==> config.mk <==
export PLATFORM = sky130hd
export DESIGN_NAME = axis_monitor
export DESIGN_NICKNAME = d
export VERILOG_FILES = /design/src/rtl/axis_monitor_pkg.sv /design/src/rtl/axis_monitor.sv
export SDC_FILE = /design/constraint.sdc
export NUM_CORES = 1
export LEC_CHECK = 0
export BUFFER_PORTS_ARGS = -buffer_cell sky130_fd_sc_hd__buf_4
export CAP_MARGIN = 20
export CORE_AREA = 2 2 122 124
export CTS_CLUSTER_DIAMETER = 60
export DETAILED_ROUTE_END_ITERATION = 8
export DIE_AREA = 0 0 124 126
export GPL_ROUTABILITY_DRIVEN = 0
export PLACE_DENSITY = 0.71
export SETUP_SLACK_MARGIN = 0.02
export SKIP_CTS_REPAIR_TIMING = 1
export SLEW_MARGIN = 20
export SYNTH_ARGS = -nofsm -noshare
export SYNTH_HDL_FRONTEND = slang
export SYNTH_SLANG_ARGS = --single-unit
==> constraint.sdc <==
create_clock -name aclk -period 4.2 [get_ports aclk]
set_clock_uncertainty 0.15 [all_clocks]
set_input_delay 0 -clock aclk [delete_from_list [all_inputs] [get_ports aclk]]
set_output_delay 0 -clock aclk [all_outputs]
set_load 0.02 [all_outputs]
==> src/rtl/axis_monitor_pkg.sv <==
/*
  Constants for the axis supervision block: register offsets, field positions,
  reset values and operating states.
  Assumes a 32-bit AXI4-Lite register bus and a 40 MHz clock.
*/
package axis_monitor_pkg;

  // register byte offsets
  localparam logic [7:0] ADDR_AXIS_INPUT_ENABLE = 8'h00;
  localparam logic [7:0] ADDR_AXIS_INPUT_POLARITY = 8'h04;
  localparam logic [7:0] ADDR_AXIS_EVENT_LATCH = 8'h08;
  localparam logic [7:0] ADDR_DRIVE_COMMAND_WORD = 8'h0C;
  localparam logic [7:0] ADDR_WARNING_WORD = 8'h10;
  localparam logic [7:0] ADDR_ACTUAL_MODE_STATUS = 8'h14;
  localparam logic [7:0] ADDR_OVERRUN_REPORT_SELECT = 8'h18;
  localparam logic [7:0] ADDR_DRIVE_STATUS_WORD = 8'h1C;
  localparam logic [7:0] ADDR_POSITION = 8'h20;
  localparam logic [7:0] ADDR_MOTION_REQUEST = 8'h24;

  // axis input bit positions
  localparam int BIT_POS_LIMIT = 0;
  localparam int BIT_NEG_LIMIT = 1;
  localparam int BIT_STOP = 2;
  localparam int BIT_REF = 3;
  localparam int AXIS_INPUTS = 4;

  // drive command word bits
  localparam int BIT_CMD_SW_STOP = 2;
  localparam int BIT_CMD_FAULT_RESET = 3;
  localparam int BIT_CMD_QS_RELEASE = 4;

  // status bits
  localparam int BIT_WARN_OVERRUN = 0;
  localparam int BIT_MODE_REF_OK = 5;
  localparam int BIT_STAT_WARNING = 7;
  localparam int BIT_STAT_QUICK_STOP = 0;
  localparam int BIT_STAT_OP_ENABLED = 1;
  localparam int BIT_STAT_AMP_ON = 2;
  localparam int BIT_STAT_ABS_REFUSED = 3;

  // motion request register fields
  localparam int BIT_REQ_MODE_LSB = 0;
  localparam int BIT_REQ_GO = 4;

  // reset values and increments per revolution
  localparam logic [3:0] RESET_INPUT_ENABLE = 4'h0;
  localparam logic [3:0] RESET_INPUT_POLARITY = 4'h0;
  localparam logic RESET_OVERRUN_REPORT = 1'b0;
  localparam int INCREMENTS_PER_REV = 12;

  typedef enum logic [2:0] {
    MODE_IDLE,
    MODE_JOG,
    MODE_HOMING,
    MODE_DIMENSION_SET,
    MODE_PROFILE_VELOCITY,
    MODE_POSITION_ABS,
    MODE_POSITION_REL
  } motion_mode_e;

  typedef enum {
    ST_OPERATION_ENABLED,
    ST_QUICK_STOP,
    ST_FAULT
  } drive_state_e;

endpackage

==> src/rtl/axis_monitor.sv <==
/*
  Axis supervision: limit, stop and reference switch inputs with enable and
  polarity, latched events, quick stop, software stop, and position range
  overrun handling, all reached over an AXI4-Lite slave.
  Assumes switch pins are asynchronous and the position pulses come from the
  motor commutation logic on aclk.
*/
`timescale 1ns/1ps

module axis_monitor #(
  parameter int SYNC_STAGES = 2,
  parameter int POS_WIDTH = 32
) (
  input wire logic aclk,
  input wire logic aresetn,
  input wire logic clk_en,
  // AXI4-Lite slave
  input wire logic [7:0] s_axi_awaddr,
  input wire logic s_axi_awvalid,
  output logic s_axi_awready,
  input wire logic [31:0] s_axi_wdata,
  input wire logic [3:0] s_axi_wstrb,
  input wire logic s_axi_wvalid,
  output logic s_axi_wready,
  output logic [1:0] s_axi_bresp,
  output logic s_axi_bvalid,
  input wire logic s_axi_bready,
  input wire logic [7:0] s_axi_araddr,
  input wire logic s_axi_arvalid,
  output logic s_axi_arready,
  output logic [31:0] s_axi_rdata,
  output logic [1:0] s_axi_rresp,
  output logic s_axi_rvalid,
  input wire logic s_axi_rready,
  // switch pins
  input wire logic pos_limit_switch,
  input wire logic neg_limit_switch,
  input wire logic stop_switch,
  input wire logic ref_switch,
  // motion feedback, one pulse per increment, same clock
  input wire logic pos_step_up,
  input wire logic pos_step_down,
  // drive control outputs
  output logic quick_stop,
  output logic amp_enable,
  output logic motion_active
);

  // ------------------------------------------------------------
  // input synchronisers
  // ------------------------------------------------------------
  logic [3:0] pins_meta;
  logic [3:0] pins_sync;
  wire [3:0] pins_raw = {ref_switch, stop_switch, neg_limit_switch, pos_limit_switch};

  // first flop only feeds the second; metastability settles there
  always_ff @(posedge aclk) begin
    if (!aresetn) begin
      pins_meta <= 4'h0;
      pins_sync <= 4'h0;
    end else if (clk_en) begin
      pins_meta <= pins_raw;
      pins_sync <= pins_meta;
    end
  end

  // ------------------------------------------------------------
  // registers
  // ------------------------------------------------------------
  logic [3:0] axis_input_enable;
  logic [3:0] axis_input_polarity;
  logic [3:0] axis_event_latch;
  logic overrun_report_select;
  logic overrun_warning;
  logic ref_ok;
  logic signed [POS_WIDTH-1:0] position;
  axis_monitor_pkg::motion_mode_e mode;
  axis_monitor_pkg::drive_state_e state;

  // active level per polarity, masked by enable
  wire [3:0] input_active = ~(pins_sync ^ axis_input_polarity) & axis_input_enable;

  wire homing = (mode == axis_monitor_pkg::MODE_HOMING);
  wire jog = (mode == axis_monitor_pkg::MODE_JOG);
  wire dim_set = (mode == axis_monitor_pkg::MODE_DIMENSION_SET);
  wire wrap_ok = jog
    || (mode == axis_monitor_pkg::MODE_PROFILE_VELOCITY)
    || (mode == axis_monitor_pkg::MODE_POSITION_REL);

  // limits stop normal moves; homing and jog may retract at any time
  wire limit_hit = (input_active[axis_monitor_pkg::BIT_POS_LIMIT]
    || input_active[axis_monitor_pkg::BIT_NEG_LIMIT]) && !(homing || jog);
  // reference switch stops only when enabled and not homing
  wire ref_stop = input_active[axis_monitor_pkg::BIT_REF] && !homing;
  wire stop_hit = input_active[axis_monitor_pkg::BIT_STOP] || ref_stop;

  // ------------------------------------------------------------
  // AXI4-Lite write path
  // ------------------------------------------------------------
  logic aw_held;
  logic w_held;
  logic [7:0] aw_addr;
  logic [31:0] w_data;
  logic [3:0] w_strb;

  assign s_axi_awready = !aw_held && !s_axi_bvalid;
  assign s_axi_wready = !w_held && !s_axi_bvalid;
  wire aw_take = s_axi_awvalid && s_axi_awready;
  wire w_take = s_axi_wvalid && s_axi_wready;
  wire aw_now = aw_held || aw_take;
  wire w_now = w_held || w_take;
  wire [7:0] wr_addr = aw_held ? aw_addr : s_axi_awaddr;
  wire [31:0] wr_data = w_held ? w_data : s_axi_wdata;
  wire [3:0] wr_strb = w_held ? w_strb : s_axi_wstrb;
  // clk_en low holds every handshake register, so no write completes then
  wire wr_fire = aw_now && w_now && !s_axi_bvalid && clk_en;
  wire wr_lane0 = wr_fire && wr_strb[0];

  wire wr_map = (wr_addr <= axis_monitor_pkg::ADDR_MOTION_REQUEST) && (wr_addr[1:0] == 2'b00);
  wire wr_enable = wr_lane0 && (wr_addr == axis_monitor_pkg::ADDR_AXIS_INPUT_ENABLE);
  wire wr_polarity = wr_lane0 && (wr_addr == axis_monitor_pkg::ADDR_AXIS_INPUT_POLARITY);
  wire wr_command = wr_lane0 && (wr_addr == axis_monitor_pkg::ADDR_DRIVE_COMMAND_WORD);
  wire wr_report = wr_lane0 && (wr_addr == axis_monitor_pkg::ADDR_OVERRUN_REPORT_SELECT);
  wire wr_request = wr_lane0 && (wr_addr == axis_monitor_pkg::ADDR_MOTION_REQUEST);

  wire cmd_sw_stop = wr_command && wr_data[axis_monitor_pkg::BIT_CMD_SW_STOP];
  wire cmd_fault_reset = wr_command && wr_data[axis_monitor_pkg::BIT_CMD_FAULT_RESET];
  wire cmd_qs_release = wr_command && wr_data[axis_monitor_pkg::BIT_CMD_QS_RELEASE];
  wire [2:0] req_mode = wr_data[axis_monitor_pkg::BIT_REQ_MODE_LSB +: 3];
  wire req_go = wr_request && wr_data[axis_monitor_pkg::BIT_REQ_GO];
  // absolute moves refused after overrun; a travel command needs the drive enabled
  wire req_abs = (req_mode == 3'(axis_monitor_pkg::MODE_POSITION_ABS));
  wire req_ok = req_go && (state == axis_monitor_pkg::ST_OPERATION_ENABLED)
    && !(req_abs && overrun_warning) && (req_mode <= 3'(axis_monitor_pkg::MODE_POSITION_REL));

  always_ff @(posedge aclk) begin
    if (!aresetn) begin
      aw_held <= 1'b0;
      w_held <= 1'b0;
      aw_addr <= 8'h00;
      w_data <= 32'h0;
      w_strb <= 4'h0;
      s_axi_bvalid <= 1'b0;
      s_axi_bresp <= 2'b00;
    end else if (clk_en) begin
      if (aw_take) begin
        aw_addr <= s_axi_awaddr;
      end
      if (w_take) begin
        w_data <= s_axi_wdata;
        w_strb <= s_axi_wstrb;
      end
      aw_held <= aw_now && !wr_fire;
      w_held <= w_now && !wr_fire;
      if (wr_fire) begin
        s_axi_bvalid <= 1'b1;
        s_axi_bresp <= wr_map ? 2'b00 : 2'b10;
      end else if (s_axi_bready) begin
        s_axi_bvalid <= 1'b0;
      end
    end
  end

  // ------------------------------------------------------------
  // configuration registers
  // ------------------------------------------------------------
  always_ff @(posedge aclk) begin
    if (!aresetn) begin
      axis_input_enable <= axis_monitor_pkg::RESET_INPUT_ENABLE;
      axis_input_polarity <= axis_monitor_pkg::RESET_INPUT_POLARITY;
      overrun_report_select <= axis_monitor_pkg::RESET_OVERRUN_REPORT;
    end else if (clk_en) begin
      if (wr_enable) begin
        axis_input_enable <= wr_data[3:0];
      end
      if (wr_polarity) begin
        axis_input_polarity <= wr_data[3:0];
      end
      if (wr_report) begin
        overrun_report_select <= wr_data[0];
      end
    end
  end

  // ------------------------------------------------------------
  // event latch: set wins over fault reset clear
  // ------------------------------------------------------------
  wire [3:0] event_set = {input_active[axis_monitor_pkg::BIT_REF],
    input_active[axis_monitor_pkg::BIT_STOP],
    input_active[axis_monitor_pkg::BIT_NEG_LIMIT],
    input_active[axis_monitor_pkg::BIT_POS_LIMIT]};
  wire [3:0] next_event_latch = (cmd_fault_reset ? 4'h0 : axis_event_latch) | event_set;

  always_ff @(posedge aclk) begin
    if (!aresetn) begin
      axis_event_latch <= 4'h0;
    end else if (clk_en) begin
      axis_event_latch <= next_event_latch;
    end
  end

  // ------------------------------------------------------------
  // drive state: quick stop and its release paths
  // ------------------------------------------------------------
  // any stop cause also drops the running mode back to idle
  wire stop_cause = cmd_sw_stop || limit_hit || stop_hit;

  always_ff @(posedge aclk) begin
    if (!aresetn) begin
      state <= axis_monitor_pkg::ST_OPERATION_ENABLED;
    end else if (clk_en) begin
      unique case (state)
        axis_monitor_pkg::ST_OPERATION_ENABLED: begin
          if (cmd_sw_stop) begin
            state <= axis_monitor_pkg::ST_QUICK_STOP;
          end else if (limit_hit || stop_hit) begin
            state <= axis_monitor_pkg::ST_FAULT;
          end
        end
        axis_monitor_pkg::ST_QUICK_STOP: begin
          if (limit_hit || stop_hit) begin
            state <= axis_monitor_pkg::ST_FAULT;
          end else if (cmd_fault_reset || cmd_qs_release) begin
            state <= axis_monitor_pkg::ST_OPERATION_ENABLED;
          end
        end
        axis_monitor_pkg::ST_FAULT: begin
          // stop input must already be released before the reset takes
          if (cmd_fault_reset && !stop_hit) begin
            state <= axis_monitor_pkg::ST_OPERATION_ENABLED;
          end
        end
      endcase
    end
  end

  // ------------------------------------------------------------
  // motion mode and position counter
  // ------------------------------------------------------------
  // default width gives the full signed range; a narrower counter only shortens the wrap
  localparam logic signed [POS_WIDTH-1:0] POS_MAX = {1'b0, {(POS_WIDTH - 1){1'b1}}};
  localparam logic signed [POS_WIDTH-1:0] POS_MIN = {1'b1, {(POS_WIDTH - 1){1'b0}}};
  wire signed [POS_WIDTH-1:0] step_inc = POS_WIDTH'(pos_step_up);
  wire signed [POS_WIDTH-1:0] step_dec = POS_WIDTH'(pos_step_down);
  wire signed [POS_WIDTH-1:0] next_position = position + step_inc - step_dec;
  // natural wrap of the counter is the range shift by its full span
  wire wrap_up = pos_step_up && !pos_step_down && (position == POS_MAX);
  wire wrap_down = pos_step_down && !pos_step_up && (position == POS_MIN);
  wire wrap = wrap_up || wrap_down;
  // other modes stop at the limit instead of wrapping
  wire step_blocked = wrap && !wrap_ok;

  always_ff @(posedge aclk) begin
    if (!aresetn) begin
      mode <= axis_monitor_pkg::MODE_IDLE;
      position <= '0;
      overrun_warning <= 1'b0;
      ref_ok <= 1'b0;
    end else if (clk_en) begin
      if (stop_cause || state != axis_monitor_pkg::ST_OPERATION_ENABLED) begin
        mode <= axis_monitor_pkg::MODE_IDLE;
      end else if (req_ok) begin
        mode <= axis_monitor_pkg::motion_mode_e'(req_mode);
      end
      if (!step_blocked) begin
        position <= next_position;
      end
      if (homing || dim_set) begin
        position <= '0;
        overrun_warning <= 1'b0;
        ref_ok <= 1'b1;
      end
      if (wrap && wrap_ok) begin
        overrun_warning <= 1'b1;
        ref_ok <= 1'b0;
      end
    end
  end

  // ------------------------------------------------------------
  // AXI4-Lite read path
  // ------------------------------------------------------------
  wire [31:0] drive_status_word = {24'h0,
    overrun_report_select && overrun_warning,
    3'b000,
    req_abs_blocked(overrun_warning),
    amp_enable,
    state == axis_monitor_pkg::ST_OPERATION_ENABLED,
    state == axis_monitor_pkg::ST_QUICK_STOP};

  function automatic logic req_abs_blocked(input logic ov);
    req_abs_blocked = ov;
  endfunction

  logic [31:0] rd_mux;
  always_comb begin
    rd_mux = 32'h0;
    unique case (s_axi_araddr)
      axis_monitor_pkg::ADDR_AXIS_INPUT_ENABLE: rd_mux = {28'h0, axis_input_enable};
      axis_monitor_pkg::ADDR_AXIS_INPUT_POLARITY: rd_mux = {28'h0, axis_input_polarity};
      axis_monitor_pkg::ADDR_AXIS_EVENT_LATCH: rd_mux = {28'h0, axis_event_latch};
      axis_monitor_pkg::ADDR_WARNING_WORD: rd_mux = {31'h0, overrun_warning};
      axis_monitor_pkg::ADDR_ACTUAL_MODE_STATUS: rd_mux = {26'h0, ref_ok, 2'b00, mode};
      axis_monitor_pkg::ADDR_OVERRUN_REPORT_SELECT: rd_mux = {31'h0, overrun_report_select};
      axis_monitor_pkg::ADDR_DRIVE_STATUS_WORD: rd_mux = drive_status_word;
      // narrow counters read back sign-extended
      axis_monitor_pkg::ADDR_POSITION: rd_mux = 32'(position);
      default: rd_mux = 32'h0;
    endcase
  end

  wire rd_map = (s_axi_araddr <= axis_monitor_pkg::ADDR_MOTION_REQUEST)
    && (s_axi_araddr[1:0] == 2'b00);
  assign s_axi_arready = !s_axi_rvalid;

  always_ff @(posedge aclk) begin
    if (!aresetn) begin
      s_axi_rvalid <= 1'b0;
      s_axi_rdata <= 32'h0;
      s_axi_rresp <= 2'b00;
    end else if (clk_en) begin
      if (s_axi_arvalid && s_axi_arready) begin
        s_axi_rvalid <= 1'b1;
        s_axi_rdata <= rd_mux;
        s_axi_rresp <= rd_map ? 2'b00 : 2'b10;
      end else if (s_axi_rready) begin
        s_axi_rvalid <= 1'b0;
      end
    end
  end

  // ------------------------------------------------------------
  // drive outputs
  // ------------------------------------------------------------
  always_ff @(posedge aclk) begin
    if (!aresetn) begin
      quick_stop <= 1'b0;
      amp_enable <= 1'b0;
      motion_active <= 1'b0;
    end else if (clk_en) begin
      quick_stop <= stop_cause || (state != axis_monitor_pkg::ST_OPERATION_ENABLED);
      // amplifier drops only on a switch fault; software stop keeps it on
      amp_enable <= (state != axis_monitor_pkg::ST_FAULT);
      motion_active <= (mode != axis_monitor_pkg::MODE_IDLE);
    end
  end

endmodule

Word-level counts from Yosys, hierarchy flattened
Cells that the tools add are included.
W data, S select, Z words.
Storage, ports and cells
  flip-flop bits (word level): 147
  input bits: 66
  output and inout bits: 44
  logic and storage cells: 172
Operators by class
  $add $sub $neg: 2
  $lt $le $gt $ge: 3
  equal/unequal tests: 27
  multiplexer cells: 25
  bitwise logic cells: 4
  reductions and logical operators: 87
Operator list (count)
  $pmux W32 S8: 1
  $mux W32: 7
  $pmux W32 S3: 1
  $eq A32 B2 Y1 const B: 2
  $eq A32 B32 Y1 const B: 2
  $logic_not A32 Y1: 2
  $eq A8 B5 Y1 const B: 5
  $logic_and A1 B1 Y1: 36
  $add A32 B2 Y32: 1
  $eq A32 B1 Y1 const B: 1
  $ne A32 B3 Y1 const B: 1
  $reduce_bool A32 Y1: 1
  $sub A32 B2 Y32: 1
  $reduce_and A2 Y1: 12
  $eq A8 B3 Y1 const B: 2
  $eq A8 B4 Y1 const B: 2
  $eq A8 B6 Y1 const B: 2
  $le A8 B6 Y1 const B: 2
  $logic_not A8 Y1: 2
  $logic_or A1 B1 Y1: 14
  $logic_not A1 Y1: 12
  $eq A3 B3 Y1 const B: 3
  $mux W1: 9
  $mux W8: 1
  other kinds (18): 26

Longest topological paths before layout
Gate-level depths: netlist of the first run.
  word-level depth: 15
  depth in mapped cells: 15
  gate-level depth less buffers: 15

Worst setup path after synthesis of the first run
OpenSTA, ideal clock, no wires.
  path type: flip-flop to flip-flop
  from: reg position[0]
  to: reg position[26]
  data arrival time: 2.915 ns
  required time: 3.976 ns
  path slack: 1.060 ns
  cell stages (with the launch flop): 16
  clock period less this slack: 3.140 ns
  cell sequence: dfxtp_1 inv_1 ha_1 inv_1 ha_1 inv_1 fa_1 nor2b_1 o21ai_1 a2111oi_0 o41ai_1 a21oi_1 a31oi_1 nand2b_1 xor2_1 o21ai_0
Between the ends
  longest elaborated chain between the ends: 6
  elaborated cells between the ends (all ways): 12
  classes of those cells: add/sub (2); eq/ne (3); mux (2); reduce/logical (5)
RTL lines
  start: declaration: line axis_monitor.sv:76  | logic signed [POS_WIDTH-1:0] position;
  start signal: assignment: line axis_monitor.sv:266  | position <= next_position;
  parallel branches: the longest is 6 deep, another holds $add A32 B2 Y32
Parallel ways; which one is timed is not known. The select of a mux whose other input is x is not followed.
A chain may end at the register's enable or synchronous reset.

Worst setup path after layout of the first run
  from: reg position[0]
  to: reg position[30]
The elaborated chain is that of the path after synthesis.

==> impl_metrics.py, run 1 <==
metrics = {
    "status": {
        "status": "finished, violations left",
        "violations": "negative hold slack",
    },
    "critical_path": {
        "cp_cell_sequence": "inv_1 > ha_1 > inv_1 > ha_1 > inv_1 > fa_1 > nor2b_1 > o21ai_1 > a2111oi_0 > o41ai_1 > a21oi_1 > a31oi_1 > o21ai_1 > xnor2_1 > o21ai_1",
        "start_kind": "flop",
        "reg2reg_slack_ns": 0.54,
        "worst_ep_arrival_time_ns": 3.78,
        "path_class": "flop to flop",
        "cpPeakStageDelay_ns": 0.53,
        "crit_path_end_kind": "flop",
        "crit_required_ns": 4.33,
        "path_max_fanout": 5,
        "cpLargestDelayFamily": "compound AO/OA/AOI/OAI gates",
        "cp.buffers_inverters": 3,
        "cp_slowest_cell": "a2111oi_0",
    },
    "place": {
        "hpwlAfterDp_mm": 12.5,
        "io_buffers": 77,
    },
    "timing": {
        "tns_ns": 0,
        "hold_slack_ns": -0.0433,
        "worst_pin_slew_ns": 0.908,
        "slew_viol_final": 0,
        "finalCritPeriodShare": 0.870,
        "fmax_mhz": 274,
        "finalHoldViolCount": 3,
        "final.min_clock_period_ns": 3.66,
        "rsz0062_at_grt": "false",
        "slew-limit-headroom": 0.389,
        "setup_viol": 0,
    },
    "clock_tree": {
        "clock_latency_ns": 0.42,
        "h-tree-depth": 4,
        "cts_root_buffer": "clkbuf_16",
        "cts_sinks": 115,
        "clkSlewWorstSetupHoldPaths_ns": 0.05,
        "cts_buffers": 17,
        "clock_path_buffers": 2,
        "cts_tree": "done",
    },
    "grt": {
        "grt_pass1_vias": 5822,
        "grt_usage": 0.229,
        "grt_util_met2": 0.377,
        "grt_max_degree": 60,
        "antenna_found_initial": 0,
        "top_usage_layer": "met2",
        "grt_use_met1": 0.298,
        "use_met3": 0.0412,
        "overflow": 0,
        "grt_pass1_wl_mm": 28.2,
    },
    "die": {
        "rows": 44,
        "io_pins": 110,
        "initial_core_util": 0.490,
        "fp.dieArea_um2": 15600,
        "die_w_um": 124,
        "design.core.area_um2": 14300,
        "dieHeight_um": 126,
    },
    "cells_and_area": {
        "num-fill-cells": 1310,
        "antenna_cells": 0,
        "drive_above_1_share": 0.138,
        "syn2layout_area_growth_pct": 25.0,
        "multi_input_area_um2": 4320,
        "seq_area_um2": 2300,
        "num-nets-final": 1112,
    },
    "routing": {
        "routed-via-count": 6420,
        "antenna_left": 0,
        "wirelength_mm": 18.0,
        "drt_iter0_markers": 328,
        "drtPass1Iterations": 5,
        "via_per_inst": 5.45,
        "avgRoutedWirePerCell_um": 15.3,
        "drc": 0,
    },
    "synthesis": {
        "yosysUniqueCellTypes": 70,
        "yosysWarnings": 0,
        "netlist_instances": 872,
        "yosys_register_bits": 115,
        "ys.flop_type": "dfxtp_1",
        "synth_area_um2": 7010,
        "synth-async-reset-ratio": 0,
        "ys_seq_area_frac": 0.329,
        "synth_edf_count": 0,
        "avgSynthCellArea_um2": 8.04,
    },
    "pwr": {
        "power_leakage_nw": 3.60,
        "power_density_nw_per_um2": 597,
        "irDropWorstVdd_uv": 302,
    },
    "flow_run": {
        "maxCapViolCount": 0,
    },
    "min_path": {
        "worstHoldPathType": "input port to flop",
    },
}
[routing by layer]
layer,part of all wire,vias to the layer above,wire [µm]
li1,-,3270,-
met4,0.017,0,310
met5,0,-,0
met2,0.48,156,8670
met3,0.045,24,805
met1,0.46,2970,8220
[stage by stage]
step | std cells | power, mW | cell area (µm²) | utilization | setup WS, ns
after floorplan | 873 | 3.20 | 7010 | - | 1.06
after global placement | 1103 | 3.67 | 7720 | 0.540 | 0.708
after detailed placement | 1103 | 3.68 | 7720 | 0.540 | 0.668
after CTS | 1135 | 5.20 | 8340 | 0.583 | 0.561
after global routing | 1177 | 5.61 | 8760 | 0.612 | 0.208
final | 1177 | 5.23 | 8760 | 0.612 | 0.545
[worst reg2reg max path: stages (launching register included)]
cell and delay [ns]:
dfxtp_1 0.39, inv_1 0.06, ha_1 0.26, inv_1 0.06, ha_1 0.17, inv_1 0.06
fa_1 0.37, nor2b_1 0.22, o21ai_1 0.15, a2111oi_0 0.53, o41ai_1 0.20, a21oi_1 0.25
a31oi_1 0.16, o21ai_1 0.21, xnor2_1 0.17, o21ai_1 0.09
[cells in the mapped netlist (all sizes together) (3+ instances only)]
master | count | area [µm²]
nand2b | 5 | 38.8
mux2 | 8 | 90.1
a32oi | 7 | 61.3
dfxtp | 115 | 2300
o21ai | 37 | 185
xor2 | 4 | 35.0
nor4 | 8 | 65.1
a21oi | 81 | 409
a21o | 10 | 75.1
nand4 | 12 | 75.1
a22o | 3 | 26.3
a211oi | 7 | 52.6
nand2 | 73 | 277
nor3b | 8 | 71.3
a31oi | 10 | 62.6
nor2b | 15 | 93.8
nor3 | 26 | 130
o21bai | 3 | 22.5
and2 | 3 | 18.8
nor2 | 114 | 428
or4 | 3 | 22.5
clkbuf | 27 | 101
a22oi | 12 | 90.1
mux2i | 39 | 390
or3 | 6 | 42.5
nor4b | 4 | 35.0
nand3 | 36 | 180
xnor2 | 24 | 210
buf | 13 | 68.8
ha | 65 | 813
inv | 61 | 229
[kinds of logic (layout without fill, tap and decap cells)]
logic type               Yosys count  in the layout  synth area share
AO/OA/AOI/OAI                    193            193             0.170
XOR/XNOR                          28             28            0.0350
adder cells (fa/ha/maj)           66             66             0.119
buffers and inverters            101            221            0.0570
flip-flops                       115            115             0.329
multiplexers                      48             48            0.0718
other                              1              2          0.000535
AND/OR/NAND/NOR                  320            320             0.218
[registers in the layout (all words and copies together), names as in the netlist, 2 cells and up]
register,cells
axis_input_enable,4
s_axi_rdata,32
pins_sync,4
mode,3
position,32
w_data,5
pins_meta,4
state,2
axis_input_polarity,4
aw_addr,8
axis_event_latch,4
[power by group]
part           leakage (nW)  switching (mW)  internal (mW)
Clock                 0.288           0.519          0.962
Combinational          2.37            1.32           1.05
Sequential            0.938           0.166           1.21
Total                  3.60            2.01           3.22
[area by class of cell]
cell class	count	share of cell area
Multi-Input combinational cell	657	0.493
Sequential cell	115	0.263
Timing Repair Buffer	128	0.122
Clock buffer	20	0.0521
Tap cell	184	0.0263
Inverter	61	0.0261
Clock inverter	12	0.0179
[layout by cell type (no fill, tap or decap), types with 7 or more instances in the layout]
cell type / n
a211oi_1: 7
a21o_1: 10
a21oi_1: 80
a22oi_1: 12
a31oi_1: 10
a32oi_1: 7
buf_4: 86
clkbuf_16: 17
dfxtp_1: 115
dlygate4sd3_1: 42
ha_1: 65
inv_1: 60
mux2_2: 7
mux2i_1: 39
nand2_1: 72
nand3_1: 36
nand4_1: 12
nor2_1: 114
nor2b_1: 15
nor3_1: 25
nor3b_1: 7
nor4_1: 7
o21ai_0: 27
o21ai_1: 9
xnor2_1: 24
[path summary, 6_finish.rpt]
| check | to | from | cells after the start |
|---|---|---|---|
| min reg2reg | s_axi_rdata[11] | s_axi_rdata[11] | 2 |
| min | s_axi_bresp[1] | s_axi_wvalid | 5 |
| max reg2reg | position[30] | position[0] | 15 |
| max | position[30] | position[0] | 15 |
(Power assumes the default switching activity.)
==> run 2: changes to the inputs <==
Settings changed: BUFFER_PORTS_ARGS -buffer_cell sky130_fd_sc_hd__buf_4 to default, DONT_BUFFER_PORTS from default to 1, MAX_ROUTING_LAYER from default to met4, PLACE_DENSITY 0.71 to default.
==> impl_metrics.py, run 2 (synthesized netlist as in run 1, its figures left out) <==
metrics = {
    "status": {
        "status": "finished, violations left",
        "violations": "negative hold slack",
    },
    "grt": {
        "grt_pass1_wl_mm": 29.3,
        "grt_pass1_vias": 5932,
        "antenna_found_initial": 1,
        "grt_max_degree": 47,
        "overflow": 0,
        "grt_usage": 0.246,
    },
    "clock_tree": {
        "cts_sinks": 115,
        "h-tree-depth": 4,
        "clock_latency_ns": 0.43,
        "cts_tree": "done",
        "clkSlewWorstSetupHoldPaths_ns": 0.06,
        "cts_buffers": 17,
        "cts_root_buffer": "clkbuf_16",
        "clock_path_buffers": 2,
    },
    "critical_path": {
        "cp.buffers_inverters": 3,
        "cpPeakStageDelay_ns": 0.58,
        "worst_ep_arrival_time_ns": 3.84,
        "cp_slowest_cell": "a2111oi_0",
        "path_class": "flop to flop",
        "cpLargestDelayFamily": "compound AO/OA/AOI/OAI gates",
        "crit_path_end_kind": "flop",
        "path_max_fanout": 5,
        "start_kind": "flop",
        "cp_cell_sequence": "inv_1 > ha_1 > inv_1 > ha_1 > inv_1 > fa_1 > nor2b_1 > o21ai_1 > a2111oi_0 > o41ai_1 > a21oi_1 > a31oi_1 > o21ai_1 > xnor2_1 > o21ai_1",
        "crit_required_ns": 4.33,
    },
    "timing": {
        "fmax_mhz": 270,
        "setup_viol": 0,
        "slew-limit-headroom": 0.350,
        "tns_ns": 0,
        "rsz0062_at_grt": "false",
        "final.min_clock_period_ns": 3.71,
        "hold_slack_ns": -0.0465,
        "slew_viol_final": 0,
        "finalHoldViolCount": 2,
        "finalCritPeriodShare": 0.883,
        "worst_pin_slew_ns": 0.967,
    },
    "die": {
        "fp.dieArea_um2": 15600,
        "dieHeight_um": 126,
        "design.core.area_um2": 14300,
        "die_w_um": 124,
        "initial_core_util": 0.490,
        "io_pins": 110,
        "rows": 44,
    },
    "routing": {
        "avgRoutedWirePerCell_um": 17.1,
        "routed-via-count": 6309,
        "met3_length_mm": 1.21,
        "antenna_left": 0,
        "drt_iter0_markers": 372,
        "highest_layer": "met4",
        "wl_met2_mm": 9.34,
        "wirelength_met1_mm": 8.03,
        "drc": 0,
        "drtPass1Iterations": 5,
        "wirelength_mm": 19.0,
        "via_per_inst": 5.68,
    },
    "cells_and_area": {
        "syn2layout_area_growth_pct": 18.0,
        "layout_commonest_cell": "dfxtp_1",
        "num-fill-cells": 1336,
        "final_cell_mix": "dfxtp_1 (115), nor2_1 (114), a21oi_1 (80)",
        "drive_above_1_share": 0.0659,
        "finish.utilization": 0.578,
        "final_area_um2": 8270,
        "multi_input_area_um2": 4320,
        "seq_area_um2": 2300,
        "top_regs": "position x32, s_axi_rdata x32, aw_addr x8",
        "num-nets-final": 1044,
    },
    "min_path": {
        "worstHoldPathType": "input port to flop",
    },
    "place": {
        "io_buffers": 0,
        "hpwlAfterDp_mm": 13.2,
        "post_dp_cell_area_um2": 7150,
    },
    "pwr": {
        "sw_frac_of_total": 0.393,
        "p_comb_frac": 0.452,
        "pwr-share-clk": 0.280,
        "power_density_nw_per_um2": 629,
        "power_mw": 5.20,
        "irDropWorstVdd_uv": 293,
        "p_int_mw": 3.16,
        "power_leakage_nw": 3.25,
        "power.switching_mw": 2.04,
        "p_seq_frac": 0.268,
    },
    "flow_run": {
        "maxCapViolCount": 0,
    },
}
[run 2: layout make-up]
type | instances | area share
antenna | 2 | 0.000605
clock buffer | 21 | 0.0569
sequential | 115 | 0.278
tap | 184 | 0.0278
multi-input combinational | 657 | 0.522
inverter | 61 | 0.0277
clock inverter | 11 | 0.0154
timing repair buffer | 60 | 0.0711
[run 2: stage by stage]
| stage | hold WS (ns) | worst slack (ns) | instances |
|---|---|---|---|
| 2_1_floorplan | -0.0117 | 1.06 | 873 |
| 3_3_place_gp | -0.0411 | 0.634 | 1026 |
| 3_5_place_dp | -0.0380 | 0.570 | 1026 |
| 4_1_cts | -0.475 | 0.538 | 1058 |
| 5_1_grt | 0.0105 | 0.149 | 1111 |
| 6_report | -0.0465 | 0.492 | 1111 |
[run 2: final timing paths]
path | start | cells past startpoint | end | slack [ns]
min reg2reg | pins_meta[0] | 2 | pins_meta[0] | 0.34
max | position[0] | 15 | position[30] | 0.49
min | s_axi_araddr[2] | 4 | s_axi_rdata[3] | -0.05
max reg2reg | position[0] | 15 | position[30] | 0.49
[run 2: metal layers]
layer	global-route usage	up-vias
met1	0.294	2965
met5	-	-
met2	0.405	160
met4	0.0654	0
li1	-	3150
met3	0.0693	34
[run 2: power groups by stage]
stage                     clock network (mW)  logic [mW]  registers (mW)
after global placement                     0        2.21            1.41
after detailed placement                   0        2.25            1.41
after global routing                    1.53        2.61            1.41
after CTS                               1.48        2.27            1.39
final                                   1.46        2.35            1.39
after floorplan                            0        1.85            1.35
[run 2: worst register-to-register path: cells and delay by family, from the launching register on]
kind            cells  cell delay, ns
simple gates        1            0.21
compound gates      7            1.65
xor+xnor            1            0.15
buf+inv             3            0.17
flops               1            0.43
fa+ha+maj           3            0.78
